### src/core/fiec_pkg.sv
// Constants, types and carriers of the float/integer/exponent conversion datapath
`default_nettype none
package fiec_pkg;
    // ********************************************************************
    // Exponent constants, excess-200 (octal) notation
    // ********************************************************************
    localparam logic [7:0]  EXP_BIAS       = 8'h80;   // 200 octal
    localparam logic [7:0]  EXP_BIAS_NEG   = 8'h80;   // Two's complement of 200 octal
    localparam logic [15:0] LOAD_EXPONENT_OP_ZERO     = 16'hFF80; // 177600 octal, unbiased -200 octal, which biases to a zero exponent
    localparam logic [7:0]  EXP_SHORT_INIT = 8'h8F;   // 217 octal
    localparam logic [7:0]  EXP_LONG_INIT  = 8'h9F;   // 237 octal
    localparam logic [8:0]  EXP_F2I_BASE   = 9'h081;  // 201 octal
    localparam logic [8:0]  RANGE_SHORT    = 9'h010;  // 20 octal
    localparam logic [8:0]  RANGE_LONG     = 9'h020;  // 40 octal

    // ********************************************************************
    // Field positions
    // ********************************************************************
    localparam int FRAC_W   = 56;
    localparam int ACC_W    = 64;
    localparam int HI9_LSB  = 7;   // Low bit of the nine high-order exponent bits
    localparam int SGL_BITS = 24;

    // ********************************************************************
    // Operations, variants, states, exception codes
    // ********************************************************************
    typedef enum logic [1:0] {
        load_exponent_op  = 2'h0,
        load_integer_op   = 2'h1,
        store_exponent_op = 2'h2,
        store_integer_op  = 2'h3
    } fiec_op_t;

    typedef enum logic [1:0] {
        single_to_short_op = 2'h0,
        single_to_long_op  = 2'h1,
        double_to_short_op = 2'h2,
        double_to_long_op  = 2'h3
    } fiec_variant_t;

    typedef enum logic [3:0] {
        S_IDLE = 4'h1,
        S_NORM = 4'h2,
        S_RSH  = 4'h4,
        S_FIN  = 4'h8
    } fiec_state_t;

    typedef enum logic [2:0] {
        EXC_NONE      = 3'h0,
        EXC_CONV_FRAC = 3'h1,
        EXC_CONV_RNG  = 3'h2,
        EXC_CONV_SIGN = 3'h3,
        EXC_EXP_OVF   = 3'h4,
        EXC_EXP_UNF   = 3'h5
    } fiec_exc_t;

    typedef struct packed {
        logic              sign;
        logic [7:0]        exp;
        logic [FRAC_W-1:0] frac;  // Bit 55 is the leading fraction bit
    } fiec_float_t;
endpackage : fiec_pkg
`default_nettype wire

### src/core/fiec_exp_unit.sv
// Exponent legality check for load-exponent and excess removal for store-exponent
`default_nettype none
module fiec_exp_unit
    import fiec_pkg::*;
(
    input  wire logic [15:0] ld_src,
    input  wire logic [7:0]  st_exp,
    output logic      [7:0]  ld_exp,
    output logic             ld_over,
    output logic             ld_under,
    output logic      [15:0] st_word
);
    logic       legal;
    logic [7:0] unbiased;

    // Legal only when the nine high bits agree; -200 octal, which biases to zero, is an underflow
    assign legal    = (&ld_src[15:HI9_LSB]) | ~(|ld_src[15:HI9_LSB]);
    assign ld_over  = ~legal & ~ld_src[15];
    assign ld_under = (~legal & ld_src[15]) | (ld_src == LOAD_EXPONENT_OP_ZERO);
    assign ld_exp   = ld_src[7:0] + EXP_BIAS;

    // Subtract by adding the complement, then sign-extend bit 7
    assign unbiased = st_exp + EXP_BIAS_NEG;
    assign st_word  = {{8{unbiased[7]}}, unbiased};
endmodule // fiec_exp_unit
`default_nettype wire

### src/core/float_int_exponent_convert.sv
// Conversion datapath: load/store exponent and integer/float conversions
`default_nettype none
module float_int_exponent_convert
    import fiec_pkg::*;
(
    input  wire logic        mclk,
    input  wire logic        rst_n,
    input  wire logic        op_valid,
    input  wire fiec_op_t    op_code,
    input  wire logic [31:0] src_int,
    input  wire fiec_float_t src_float,
    input  wire logic        double_precision_flag,
    input  wire logic        long_integer_flag,
    input  wire logic        conversion_trap_enable,
    output logic             busy,
    output logic             res_valid,
    output fiec_float_t      res_float,
    output logic      [31:0] res_int,
    output logic             zero_condition_flag,
    output logic             conversion_error,
    output logic             exp_overflow,
    output logic             exp_underflow,
    output logic             conversion_trap,
    output fiec_exc_t        exc_code
);
    // ********************************************************************
    // Working state
    // ********************************************************************
    fiec_state_t      state;
    fiec_op_t         op_r;
    fiec_variant_t    variant;
    logic [ACC_W-1:0] acc;
    logic [7:0]       exp_w;
    logic [31:0]      work;
    logic [7:0]       cnt;
    logic             sign_r;
    logic             dbl_r;
    logic             lng_r;
    logic             trap_en_r;

    logic             take;
    logic [7:0]       ld_exp;
    logic             ld_over;
    logic             ld_under;
    logic [15:0]      st_word;
    logic [ACC_W-1:0] li_raw;
    logic [ACC_W-1:0] li_mag;
    logic [8:0]       diff1;
    logic [8:0]       diff2;
    logic [8:0]       range;
    logic [7:0]       shifts;
    logic             norm_done;
    logic [31:0]      ival;
    logic             ival_msb;

    assign take    = op_valid & (state == S_IDLE);
    assign variant = fiec_variant_t'({double_precision_flag, long_integer_flag});

    fiec_exp_unit u_exp (
        .ld_src   (src_int[15:0]),
        .st_exp   (src_float.exp),
        .ld_exp   (ld_exp),
        .ld_over  (ld_over),
        .ld_under (ld_under),
        .st_word  (st_word)
    );

    // ********************************************************************
    // Integer-to-float setup
    // ********************************************************************
    // Placing at 63-48 or 63-32 lands the integer at the top of the accumulator directly
    assign li_raw = long_integer_flag ? {src_int, 32'h0}
                                      : {src_int[15:0], 48'h0};
    assign li_mag = li_raw[ACC_W-1] ? (~li_raw + 64'h1) : li_raw;

    // Done once bit 62 leads; a zero integer never normalizes and stops at once
    assign norm_done = ~acc[ACC_W-1] & (acc[ACC_W-2] | (acc == 64'h0));

    // ********************************************************************
    // Float-to-integer tests
    // ********************************************************************
    assign range  = long_integer_flag ? RANGE_LONG : RANGE_SHORT;
    assign diff1  = {1'b0, src_float.exp} - EXP_F2I_BASE;
    assign diff2  = diff1 - range;
    assign shifts = 8'(range + EXP_F2I_BASE - {1'b0, src_float.exp} - 9'h001);

    // Complement negative results; the MSB is then checked against the sign
    assign ival     = sign_r ? (~work + 32'h1) : work;
    assign ival_msb = lng_r ? ival[31] : ival[15];

    // ********************************************************************
    // Sequencer and datapath
    // ********************************************************************
    always_ff @(posedge mclk or negedge rst_n) begin
        if (!rst_n) begin
            state     <= S_IDLE;
            op_r      <= load_exponent_op;
            acc       <= 64'h0;
            exp_w     <= 8'h00;
            work      <= 32'h0;
            cnt       <= 8'h00;
            sign_r    <= 1'b0;
            dbl_r     <= 1'b0;
            lng_r     <= 1'b0;
            trap_en_r <= 1'b0;
        end else begin
            case (state)
                S_IDLE: begin
                    if (take) begin
                        op_r      <= op_code;
                        dbl_r     <= double_precision_flag;
                        lng_r     <= long_integer_flag;
                        trap_en_r <= conversion_trap_enable;
                        sign_r    <= src_float.sign;
                        if (op_code == load_integer_op) begin
                            acc    <= li_mag;
                            sign_r <= li_raw[ACC_W-1];
                            exp_w  <= long_integer_flag ? EXP_LONG_INIT
                                                        : EXP_SHORT_INIT;
                            state  <= S_NORM;
                        end else if (op_code == store_integer_op && !diff1[8] && diff2[8]) begin
                            // The most negative integer still converts; a bad value fails the sign check
                            // Single to long takes the whole 24-bit fraction only
                            work  <= (variant == single_to_long_op)
                                   ? {src_float.frac[FRAC_W-1 -: SGL_BITS], 8'h00}
                                   : long_integer_flag ? src_float.frac[FRAC_W-1 -: 32]
                                   : {16'h0, src_float.frac[FRAC_W-1 -: 16]};
                            cnt   <= shifts;
                            state <= S_RSH;
                        end
                    end
                end
                S_NORM: begin
                    if (acc[ACC_W-1]) begin
                        // Only the most negative integer stays set after complement
                        acc   <= acc >> 1;
                        exp_w <= exp_w + 8'h01;
                    end else if (norm_done) begin
                        state <= S_IDLE;
                    end else begin
                        acc   <= acc << 1;
                        exp_w <= exp_w - 8'h01;
                    end
                end
                S_RSH: begin
                    // Bits falling off the right are dropped, so rounding never happens
                    if (cnt == 8'h00) begin
                        state <= S_FIN;
                    end else begin
                        work <= work >> 1;
                        cnt  <= cnt - 8'h01;
                    end
                end
                S_FIN: begin
                    state <= S_IDLE;
                end
                default: begin
                    state <= S_IDLE;
                end
            endcase
        end
    end

    // ********************************************************************
    // Results, flags and exception codes
    // ********************************************************************
    always_ff @(posedge mclk or negedge rst_n) begin
        if (!rst_n) begin
            busy                <= 1'b0;
            res_valid           <= 1'b0;
            res_float           <= '0;
            res_int             <= 32'h0;
            zero_condition_flag <= 1'b0;
            conversion_error    <= 1'b0;
            exp_overflow        <= 1'b0;
            exp_underflow       <= 1'b0;
            conversion_trap     <= 1'b0;
            exc_code            <= EXC_NONE;
        end else begin
            res_valid <= 1'b0;
            if (take) begin
                conversion_error <= 1'b0;
                exp_overflow     <= 1'b0;
                exp_underflow    <= 1'b0;
                conversion_trap  <= 1'b0;
                exc_code         <= EXC_NONE;
                busy             <= 1'b0;
                case (op_code)
                    load_exponent_op: begin
                        res_valid     <= 1'b1;
                        res_float     <= '{sign: src_float.sign, exp: ld_exp,
                                           frac: src_float.frac};
                        exp_overflow  <= ld_over;
                        exp_underflow <= ld_under;
                        exc_code      <= ld_over  ? EXC_EXP_OVF :
                                         ld_under ? EXC_EXP_UNF : EXC_NONE;
                    end
                    store_exponent_op: begin
                        res_valid <= 1'b1;
                        res_int   <= {16'h0, st_word};
                    end
                    load_integer_op: begin
                        busy <= 1'b1;
                    end
                    store_integer_op: begin
                        if (diff1[8] || !diff2[8]) begin
                            // Fraction or out of range: zeros out, error raised
                            res_valid           <= 1'b1;
                            res_int             <= 32'h0;
                            conversion_error    <= 1'b1;
                            conversion_trap     <= conversion_trap_enable;
                            zero_condition_flag <= diff1[8];
                            exc_code            <= diff1[8] ? EXC_CONV_FRAC
                                                            : EXC_CONV_RNG;
                        end else begin
                            busy <= 1'b1;
                        end
                    end
                    default: begin
                        res_valid <= 1'b0;
                    end
                endcase
            end else if (state == S_NORM && norm_done) begin
                busy                <= 1'b0;
                res_valid           <= 1'b1;
                zero_condition_flag <= (acc == 64'h0);
                res_float.sign      <= sign_r & (acc != 64'h0);
                res_float.exp       <= (acc == 64'h0) ? 8'h00 : exp_w;
                // Single keeps 24 bits; the rest are cut, not rounded
                res_float.frac      <= dbl_r ? acc[ACC_W-2 -: FRAC_W]
                                             : {acc[ACC_W-2 -: SGL_BITS],
                                                32'h0};
            end else if (state == S_FIN) begin
                busy                <= 1'b0;
                res_valid           <= 1'b1;
                res_int             <= lng_r ? ival : {16'h0, ival[15:0]};
                zero_condition_flag <= 1'b0;
                conversion_error    <= (ival_msb != sign_r);
                conversion_trap     <= (ival_msb != sign_r) & trap_en_r;
                exc_code            <= (ival_msb != sign_r) ? EXC_CONV_SIGN
                                                            : EXC_NONE;
            end
        end
    end

    // ********************************************************************
    // Assertions
    // ********************************************************************
    property p_load_exponent_op_zero;
        @(posedge mclk) disable iff (!rst_n)
        take && op_code == load_exponent_op && src_int[15:0] == LOAD_EXPONENT_OP_ZERO
            |=> res_valid && exp_underflow && exc_code == EXC_EXP_UNF;
    endproperty
    a_load_exponent_op_zero: assert property (p_load_exponent_op_zero) else $error("zero exponent not underflow");

    property p_store_exponent_op;
        @(posedge mclk) disable iff (!rst_n)
        take && op_code == store_exponent_op
            |=> res_int[7:0] == $past(src_float.exp) + 8'h80 && res_int[15:8] == {8{res_int[7]}};
    endproperty
    a_store_exponent_op: assert property (p_store_exponent_op) else $error("store exponent value wrong");

    property p_norm;
        @(posedge mclk) disable iff (!rst_n)
        res_valid && op_r == load_integer_op && !zero_condition_flag |-> res_float.frac[55];
    endproperty
    a_norm: assert property (p_norm) else $error("loaded integer not normalized");

    property p_trunc;
        @(posedge mclk) disable iff (!rst_n)
        res_valid && op_r == load_integer_op && !dbl_r |-> res_float.frac[31:0] == 32'h0;
    endproperty
    a_trunc: assert property (p_trunc) else $error("single result has low bits");

    property p_frac_err;
        @(posedge mclk) disable iff (!rst_n)
        take && op_code == store_integer_op && src_float.exp < 8'h81
            |=> res_valid && conversion_error && zero_condition_flag && res_int == 32'h0;
    endproperty
    a_frac_err: assert property (p_frac_err) else $error("fraction test missed");

    property p_range_err;
        @(posedge mclk) disable iff (!rst_n)
        take && op_code == store_integer_op
            && src_float.exp >= (long_integer_flag ? 8'hA1 : 8'h91)
            |=> res_valid && conversion_error && res_int == 32'h0;
    endproperty
    a_range_err: assert property (p_range_err) else $error("range test missed");

    property p_sign_ok;
        @(posedge mclk) disable iff (!rst_n)
        res_valid && op_r == store_integer_op && !conversion_error
            |-> (lng_r ? res_int[31] : res_int[15]) == sign_r;
    endproperty
    a_sign_ok: assert property (p_sign_ok) else $error("integer sign mismatch");

    property p_trap;
        @(posedge mclk) disable iff (!rst_n)
        res_valid && conversion_error |-> conversion_trap == trap_en_r;
    endproperty
    a_trap: assert property (p_trap) else $error("trap does not follow enable");

    property p_f2i_bound;
        @(posedge mclk) disable iff (!rst_n)
        take && op_code == store_integer_op |-> ##[1:40] res_valid;
    endproperty
    a_f2i_bound: assert property (p_f2i_bound) else $error("conversion never ended");

    property p_li_bound;
        @(posedge mclk) disable iff (!rst_n)
        take && op_code == load_integer_op |-> ##[2:70] res_valid;
    endproperty
    a_li_bound: assert property (p_li_bound) else $error("normalize never ended");
endmodule // float_int_exponent_convert
`default_nettype wire

### config.mk
export PLATFORM = sky130hd
export DESIGN_NAME = float_int_exponent_convert
export DESIGN_NICKNAME = d
export VERILOG_FILES = /design/src/core/fiec_pkg.sv /design/src/core/fiec_exp_unit.sv /design/src/core/float_int_exponent_convert.sv
export SDC_FILE = /design/constraint.sdc
export NUM_CORES = 1
export LEC_CHECK = 0
export BUFFER_PORTS_ARGS = -buffer_cell sky130_fd_sc_hd__clkbuf_2
export CAP_MARGIN = 15
export CORE_MARGIN = 4
export CORE_UTILIZATION = 30
export DETAILED_ROUTE_END_ITERATION = 16
export RECOVER_POWER = 100
export SYNTH_ARGS = -nofsm -noshare
export SYNTH_HDL_FRONTEND = slang
export SYNTH_SLANG_ARGS = --single-unit
### constraint.sdc
create_clock -name mclk -period 3.8 [get_ports mclk]
set_input_delay 0.57 -clock mclk [delete_from_list [all_inputs] [get_ports mclk]]
set_output_delay 0.57 -clock mclk [all_outputs]
set_load 0.005 [all_outputs]
Word level (Yosys, flattened, before mapping)
Cells that the tools add are included. Widths: inputs -> output; s select.

Add/subtract/negate cells: 12. Equality and inequality tests: 26. Multiplexer cells: 81. Bitwise gates (word level): 15. Reductions and logical operators: 27.

Operators by type and width (count): $mux 32 (13); $mux 64 (6); $mux 65 (3); $pmux 32 s2 (2); $pmux 64 s2 (1); $mux 8 (9); $add 64x1->64 const B (1); $logic_not 64->1 (1); $not 64->64 (1); $reduce_bool 64->1 (1); $add 32x1->32 const B (1); $not 32->32 (1); $pmux 8 s2 (2); $mux 1 (25); $mux 4 (6); $sub 8x1->8 const B (3); $add 8x8->8 const B (2); $eq 16x16->1 const B (1); $mux 3 (5); $ne 2x2->1 const B (7); $pmux 4 s3 (1); $ne 2x1->1 const B (5); $reduce_and 5->1 (2); $reduce_and 9->1 (1); other kinds (35) (61).

Flip-flop bits (word level): 227. Input port bits: 105. Output and inout bits: 107. Logic and storage cells: 183.

Depth between registers and ports, before layout
Gate-level depths: netlist (run 1).

Depth after elaboration: 10. Depth in mapped cells: 15. Mapped depth without buffers: 13.

Cells and area by module
Synthesis (run 1) repeated with hierarchy kept, for this count alone.

Cell total of the unflattened synthesis: 1583. Area, all modules: 13475.4 um2.

Modules (own cells, without submodules): float_int_exponent_convert (times used 1, cells each 1551, area an instance 13244.0 um2); fiec_exp_unit (times used 1, cells each 32, area an instance 231.5 um2).

Worst setup path after synthesis (run 1)
OpenSTA, ideal clock, no wires.

Path kind: input to register. From: input port long_integer_flag. To: register cnt[0]. Library setup time: 126 ps. Arrival: 3573 ps. Slack: 101 ps. Stages: 12. Cells stage by stage: clkbuf_1 -> clkbuf_1 -> buf_1 -> buf_1 -> clkbuf_1 -> o21ai_0 -> nand3_1 -> ha_1 -> a41oi_1 -> clkbuf_1 -> o31ai_1 -> a221o_1.

Cells in the longest elaborated chain, start to end: 5.

Ends and longest elaborated chain: start: declaration (RTL line float_int_exponent_convert.sv:13) `input wire logic long_integer_flag,`; $mux 6 (RTL line float_int_exponent_convert.sv:82) `assign range = long_integer_flag ? RANGE_LONG : RANGE_SHORT;`; $sub 9x6->9 (RTL line float_int_exponent_convert.sv:84) `assign diff2 = diff1 - range;`; $logic_and 1x1->1 (RTL line float_int_exponent_convert.sv:121) `end else if (op_code == store_integer_op && !diff1[8] && diff2[8]) begin`; $ne 2x1->1 (no source line); $reduce_and 5->1 (no source line); end signal: assignment (RTL line float_int_exponent_convert.sv:128) `cnt <= shifts;`; end signal: assignment (RTL line float_int_exponent_convert.sv:151) `cnt <= cnt - 8'h01;`; end: declaration (RTL line float_int_exponent_convert.sv:35) `logic [7:0] cnt;`.

No other way between the ends. A chain may end at the register's enable or synchronous reset.

==> results of run 1 <==
==> cells in the mapped netlist, drive strengths merged (8+ instances only) <==
library cell and n:
o41ai 8, xor2 36, nand2 246, clkbuf 102
or4 9, a221o 12, nand2b 9, dfrtp 226
mux2i 74, a21oi 66, nor2 135, mux2 11
a31oi 77, inv 28, ha 21, buf 20
o21ai 204, or3 9, o31ai 21, xnor2 26
and3 16, o22a 11, nor3 20, nor4 29
nand4 12, nand3 59
==> sequential cells by signal, indices dropped and copies added, names as in the netlist <==
register             flops
acc                     64
busy                     1
cnt                      8
conversion_error         1
conversion_trap          1
dbl_r                    1
exc_code                 3
exp_overflow             1
exp_underflow            1
exp_w                    8
lng_r                    1
res_float               65
res_int                 32
res_valid                1
sign_r                   1
state                    4
trap_en_r                1
work                    32
zero_condition_flag      1
==> worst max-delay path, cell delays in order, from the launching register on <==
cell,delay [ns]
dfrtp_1,0.44
nor4_1,0.31
clkbuf_1,0.22
nand4_1,0.15
or4_1,0.74
a21oi_1,0.42
a41oi_1,0.19
buf_4,0.24
buf_4,0.23
o21ai_0,0.18
o21ai_0,0.11
==> per-layer routing <==
layer	up-vias	global-route usage, %
met5	-	0
met4	0	5.877
met3	48	3.448
met2	471	28.61
met1	6343	28.62
li1	5981	-
==> cell type report <==
class                           instances  area (um^2)  area share [%]
Multi-Input combinational cell       1198         7053           44.72
Sequential cell                       227         5685           36.05
Timing Repair Buffer                  251         1313           8.321
Clock buffer                           39        780.7           4.950
Tap cell                              585        732.0           4.641
Inverter                               29        108.9          0.6901
Clock inverter                          9        97.59          0.6188
Antenna cell                            1        2.502         0.01587
==> through the flow <==
| step | area, um^2 | power, mW | utilization [%] | hold WS, ns |
|---|---|---|---|---|
| floorplan | 13330 | 6.906 | - | 0.2744 |
| global placement | 15080 | 8.927 | 34.69 | 0.4651 |
| detailed placement | 15080 | 9.020 | 34.69 | 0.4718 |
| CTS | 15950 | 11.64 | 36.71 | 0.08640 |
| global route | 15770 | 12.29 | 36.29 | 0.2292 |
| finish | 15770 | 11.47 | 36.30 | 0.2358 |
==> path summary, 6_finish.rpt <==
check | to | slack [ns]
worst max-delay path | work[15] | 0.43
max in group asynchronous | acc[63] | 0.83
worst min-delay path | trap_en_r | 0.24
worst min register to register | trap_en_r | 0.48
min in group asynchronous | res_float[20] | 0.80
worst max register to register | work[15] | 0.43
==> power groups by stage <==
| stage | Combinational (mW) | Clock [mW] | Sequential, mW |
|---|---|---|---|
| finish | 4.56 | 2.60 | 4.31 |
| global route | 5.11 | 2.74 | 4.44 |
| CTS | 4.70 | 2.65 | 4.30 |
| detailed placement | 4.69 | 0 | 4.33 |
| global placement | 4.61 | 0 | 4.31 |
| floorplan | 2.90 | 0 | 4.00 |
==> cells by family (layout without fill, tap and decap cells) <==
| kind of cell | Yosys count | count (layout) | synth area share [%] |
|---|---|---|---|
| xor gates and xnor gates | 62 | 62 | 4.074 |
| adders and majority gates | 22 | 22 | 2.121 |
| muxes | 85 | 85 | 6.486 |
| buffers and inverters | 151 | 328 | 4.421 |
| and+or+nand+nor | 569 | 569 | 19.27 |
| AOI/OAI and AO/OA | 460 | 460 | 21.01 |
| other | 0 | 1 | 0 |
| DFF | 227 | 227 | 42.62 |
==> summary.txt, run 1 <==
Critical path
  • CP max FO: 26
  • CP startpoint: acc[57]
  • FF-to-FF path depth: 10
  • Worst Setup End Kind: register
  • Crit Path Class: register to register
  • Worst r2r src: acc[57]
  • Critical Path AT: 3.79 ns
  • Critical path required time: 4.22 ns
  • Setup crit start kind: register

Run status
  • Outcome: finished, violations left
  • Violated checks: max-capacitance violations, max-slew violations

CTS
  • H-tree levels: 1
  • CTS tree: built
  • Max clock buf depth: 3
  • # Post-CTS Setup Buffers: 0
  • Post-CTS Hold Buffers: 0
  • Clock-pin slew on the worst setup and hold paths: 0.06 ns
  • # clock sinks: 227
  • Worst skew pair latency: 0.55 ns
  • Clock Root Buffer: clkbuf_16
  • CTS resizes: 0
  • TritonCTS Buffers: 26

STA
  • Slew Limit Fails: 99
  • Worst Tran Pin Value: 2.618 ns
  • Final setup viols: 0
  • Worst setup margin: 0.4313 ns
  • Rel. slew slack: -74.51%
  • Final clock skew: 0.02190 ns
  • Fin crit period: 3.369 ns
  • Final hold vios: 0
  • TNS Setup: 0 ns
  • Final period util: 88.65%
  • RSZ-0062 raised after global routing: no
  • FMAX: 296.9 MHz

Yosys
  • Netlist cell types: 71
  • Synthesized area per cell: 8.458 um^2
  • YS warnings: 0
  • Syn nets: 1703
  • Post-synth EDFFs: 0
  • Synth top area share: 42.43%
  • Top post-synthesis cells by area: dfrtp_1, o21ai_0, nand2_1
  • Mapped Cells: 1576
  • Cell Area, Synth: 13330 um^2
  • Seq cells post-synth: 227
  • Asr flop ratio synth: 100.0%
  • Synth Flop Type: dfrtp_1
  • Cell taking the most area after synthesis: dfrtp_1
  • Register area share after synthesis: 42.62%

Layout
  • Share of post-route cells with drive strength above 1: 13.52%
  • Layout area overhead: 18.32%
  • Final net count: 1860
  • Finished Layout Cells: 2339
  • # fillers: 4545
  • Commonest cells after routing, fill and taps aside: nand2_1, dfrtp_1, o21ai_0
  • Most common cell after layout, fill and taps aside: nand2_1

Placement
  • Post-DP HPWL: 35290 um
  • Gpl congestion: 0.8967
  • Dpl cells: 2290
  • IO Port Bufs: 211
  • Setup WS pre-CTS: 0.2913 ns

Route
  • Drt drc: 0
  • Max Used Layer: met4
  • Overall routed net length: 47620 um
  • Via count of the routed design: 12840
  • Avg Vias per Cell: 5.491
  • WL/cell: 20.36 um
  • M1 WL: 21700 um
  • Wire length on met3: 3675 um
  • Final ANT Viol Nets: 0
  • DR iter-0 viols: 1254
  • Wire length on met2: 20940 um
  • TritonRoute pass-1 iters: 7

Pwr
  • Pwr dens: 727.1 nW/um^2
  • Sequential power share: 37.6%
  • Internal power: 6.606 mW
  • Switching Fraction: 42.39%
  • Comb pwr share: 39.7%
  • Switching pwr: 4.862 mW
  • Pleak: 6.548 nW
  • Peak supply drop: 380.1 uV
  • Clk network pwr share: 22.7%

Run
  • Max cap viols: 1

Worst hold path
  • Min-Delay Path Depth: 3
  • Worst Hold Class: primary input to register
  • Worst hold path startpoint: conversion_trap_enable

Floorplanning
  • Initial core utilization: 30.67%
  • Row cnt: 76
  • Die area: 47870 um^2
  • Core area: 43460 um^2
  • Die Span Y: 218.8 um
  • Die Wd: 218.8 um
  • Top Ports: 212

GRT
  • Vias in the first global route: 12130
  • Grt total ovfl: 0
  • Antenna violations before repair: 1
  • Largest net degree at the start of global routing: 99
  • GR Util All Layers: 19.29%
  • Global-route wire length before repair: 73820 um
(Power assumes the default switching activity.)
==> run 2: changes to the inputs <==
--- a/config.mk
+++ b/config.mk
@@ -7,6 +7,7 @@
 export LEC_CHECK = 0
 export BUFFER_PORTS_ARGS = -buffer_cell sky130_fd_sc_hd__clkbuf_2
 export CAP_MARGIN = 15
+export CORE_ASPECT_RATIO = 0.5
 export CORE_MARGIN = 4
 export CORE_UTILIZATION = 30
 export DETAILED_ROUTE_END_ITERATION = 16
==> run 2 against run 1 <==
  * Worst setup slack worse by 0.090 ns
  * Total power shrank 2.0%
  * Via count shrank 3.0%
  * Critical path type unchanged
  * The flow still finishes with violations (max-capacitance violations, max-slew violations)
==> summary.txt, run 2 (synthesis gave the netlist of run 1 again) <==
Critical path
  • Critical path required time: 4.21 ns (about the same)
  • Crit Path Class: register to register
  • Critical Path AT: 3.87 ns (+0.08 ns)
  • Setup crit start kind: register
  • Worst Setup End Kind: register
  • CP max FO: 40 (+54%)

Pwr
  • Clk network pwr share: 22.8% (about the same)
  • Switching pwr: 4.672 mW (-3.9%)
  • Internal power: 6.571 mW (-0.53%)
  • Switching Fraction: 41.55% (-0.84 points)
  • Pleak: 6.540 nW (-0.11%)
  • Overall power: 11.24 mW (-2.0%)
  • Sequential power share: 38.4% (+0.8 points)
  • Peak supply drop: 342.7 uV (-9.8%)
  • Pwr dens: 712.6 nW/um^2 (-2.0%)
  • Comb pwr share: 38.9% (-0.8 points)

Placement
  • Gpl congestion: 0.8866 (-1.1%)
  • Post-DP Area: 15060 um^2 (about the same)
  • Post-DP HPWL: 32490 um (-7.9%)
  • IO Port Bufs: 211 (unchanged)

CTS
  • TritonCTS Buffers: 26 (unchanged)
  • Max clock buf depth: 3 (unchanged)
  • Clock-pin slew on the worst setup and hold paths: 0.06 ns (about the same)
  • Worst skew pair latency: 0.54 ns (about the same)
  • CTS tree: built
  • # Post-CTS Setup Buffers: 0 (unchanged)
  • Clock Root Buffer: clkbuf_16
  • CTS resizes: 0 (unchanged)
  • H-tree levels: 1 (unchanged)
  • # clock sinks: 227 (unchanged)
  • Post-CTS Hold Buffers: 1 (+1)

Floorplanning
  • Core area: 43710 um^2 (+0.59%)
  • Die Wd: 306.1 um (+40%)
  • Initial core utilization: 30.49% (-0.18 points)
  • Die area: 48080 um^2 (+0.43%)
  • Die Span Y: 157.1 um (-28%)
  • Top Ports: 212 (unchanged)
  • Row cnt: 54 (-29%)

Layout
  • Commonest cells after routing, fill and taps aside: nand2_1, dfrtp_1, o21ai_0
  • Share of post-route cells with drive strength above 1: 13.50% (-0.019 points)
  • Top reg by flops: res_float
  • Post-layout instance area: 15780 um^2 (about the same)
  • Final net count: 1857 (-0.16%)
  • Most common cell after layout, fill and taps aside: nand2_1
  • Layout area overhead: 18.36% (about the same)
  • Final Core Density: 36.09% (-0.20 points)
  • Max reg flops: 65 (unchanged)
  • Top Registers: res_float: 65 flops, acc: 64 flops
  • Antenna Cells: 0 (-1)

STA
  • Worst Tran Pin Value: 1.798 ns (-0.8194 ns)
  • TNS Setup: 0 ns (unchanged)
  • Final hold vios: 0 (unchanged)
  • Rel. slew slack: -19.88% (+55 points)
  • Fin crit period: 3.459 ns (+0.09041 ns)
  • Final setup viols: 0 (unchanged)
  • FMAX: 289.1 MHz (-2.6%)
  • Final period util: 91.03% (+2.4 points)
  • Final clock skew: 0.01986 ns (-0.002034 ns)
  • Slew Limit Fails: 67 (-32%)
  • Min Hold Slack: 0.2586 ns (+0.02278 ns)
  • RSZ-0062 raised after global routing: no

Route
  • DR iter-0 viols: 1093 (-13%)
  • Via count of the routed design: 12450 (-3.0%)
  • Avg Vias per Cell: 5.331 (-2.9%)
  • Overall routed net length: 44760 um (-6.0%)
  • Final ANT Viol Nets: 0 (unchanged)
  • WL/cell: 19.16 um (-5.9%)
  • TritonRoute pass-1 iters: 6 (-1)
  • Drt drc: 0 (unchanged)

GRT
  • Largest net degree at the start of global routing: 88 (-11%)
  • Grt total ovfl: 0 (unchanged)
  • Vias in the first global route: 11880 (-2.1%)
  • GR Util All Layers: 17.94% (-1.3 points)
  • Antenna violations before repair: 0 (-1)
  • Global-route wire length before repair: 69190 um (-6.3%)

Worst hold path
  • Worst Hold Class: primary input to register

Run
  • Max cap viols: 1 (unchanged)

Run status
  • Outcome: finished, violations left
  • Violated checks: max-capacitance violations, max-slew violations
## run 2: final cells by class
cell class / instances / area, um^2
Fill cell: 4605 / 27940
Inverter: 29 / 108.9
Clock buffer: 43 / 795.8
Multi-Input combinational cell: 1198 / 7078
Clock inverter: 3 / 68.82
Timing Repair Buffer: 248 / 1305
Tap cell: 588 / 735.7
Sequential cell: 227 / 5685
## run 2: worst max-delay path: stages (launching register included)
cell	delay, ns
dfrtp_1	0.44
nor4_1	0.60
nand4_1	0.22
or4_1	0.71
a21oi_2	0.30
nor2b_1	0.21
clkbuf_4	0.42
o31ai_1	0.13
a221o_1	0.30
## run 2: layer usage
layer  track usage, %  up-vias  routed length, um
met1            23.73     6070              19410
met4            7.109        0               1836
met3            2.783       90               1917
met5                0        -                  0
met2            29.78      342              21600
li1                 -     5951                  -
## run 2: through the flow
step / cells / worst slack, ns
after floorplan: 1576 / 0.1008
after global placement: 2289 / 0.4800
after detailed placement: 2289 / 0.4067
after CTS: 2336 / 0.3756
after global routing: 2336 / 0.1680
final: 2336 / 0.3409
## run 2: path summary, 6_finish.rpt
path / slack [ns] / depth (start not counted) / start / to
worst max-delay path: 0.34 / 8 / acc[13] / cnt[0]
worst min-delay path: 0.26 / 3 / src_float[20] / res_float[20]
worst max register to register: 0.34 / 8 / acc[13] / cnt[0]
worst min register to register: 0.48 / 2 / res_int[30] / res_int[30]
max in group asynchronous: 0.89 / 3 / rst_n / res_int[15]
min in group asynchronous: 1.05 / 2 / rst_n / acc[2]
## run 2: power by group through the flow
| stage | clock network [mW] | registers [mW] | logic (mW) |
|---|---|---|---|
| CTS | 2.61 | 4.30 | 4.51 |
| floorplan | 0 | 4.00 | 2.90 |
| global placement | 0 | 4.33 | 4.43 |
| finish | 2.56 | 4.31 | 4.37 |
| detailed placement | 0 | 4.34 | 4.49 |
| global route | 2.71 | 4.44 | 4.93 |
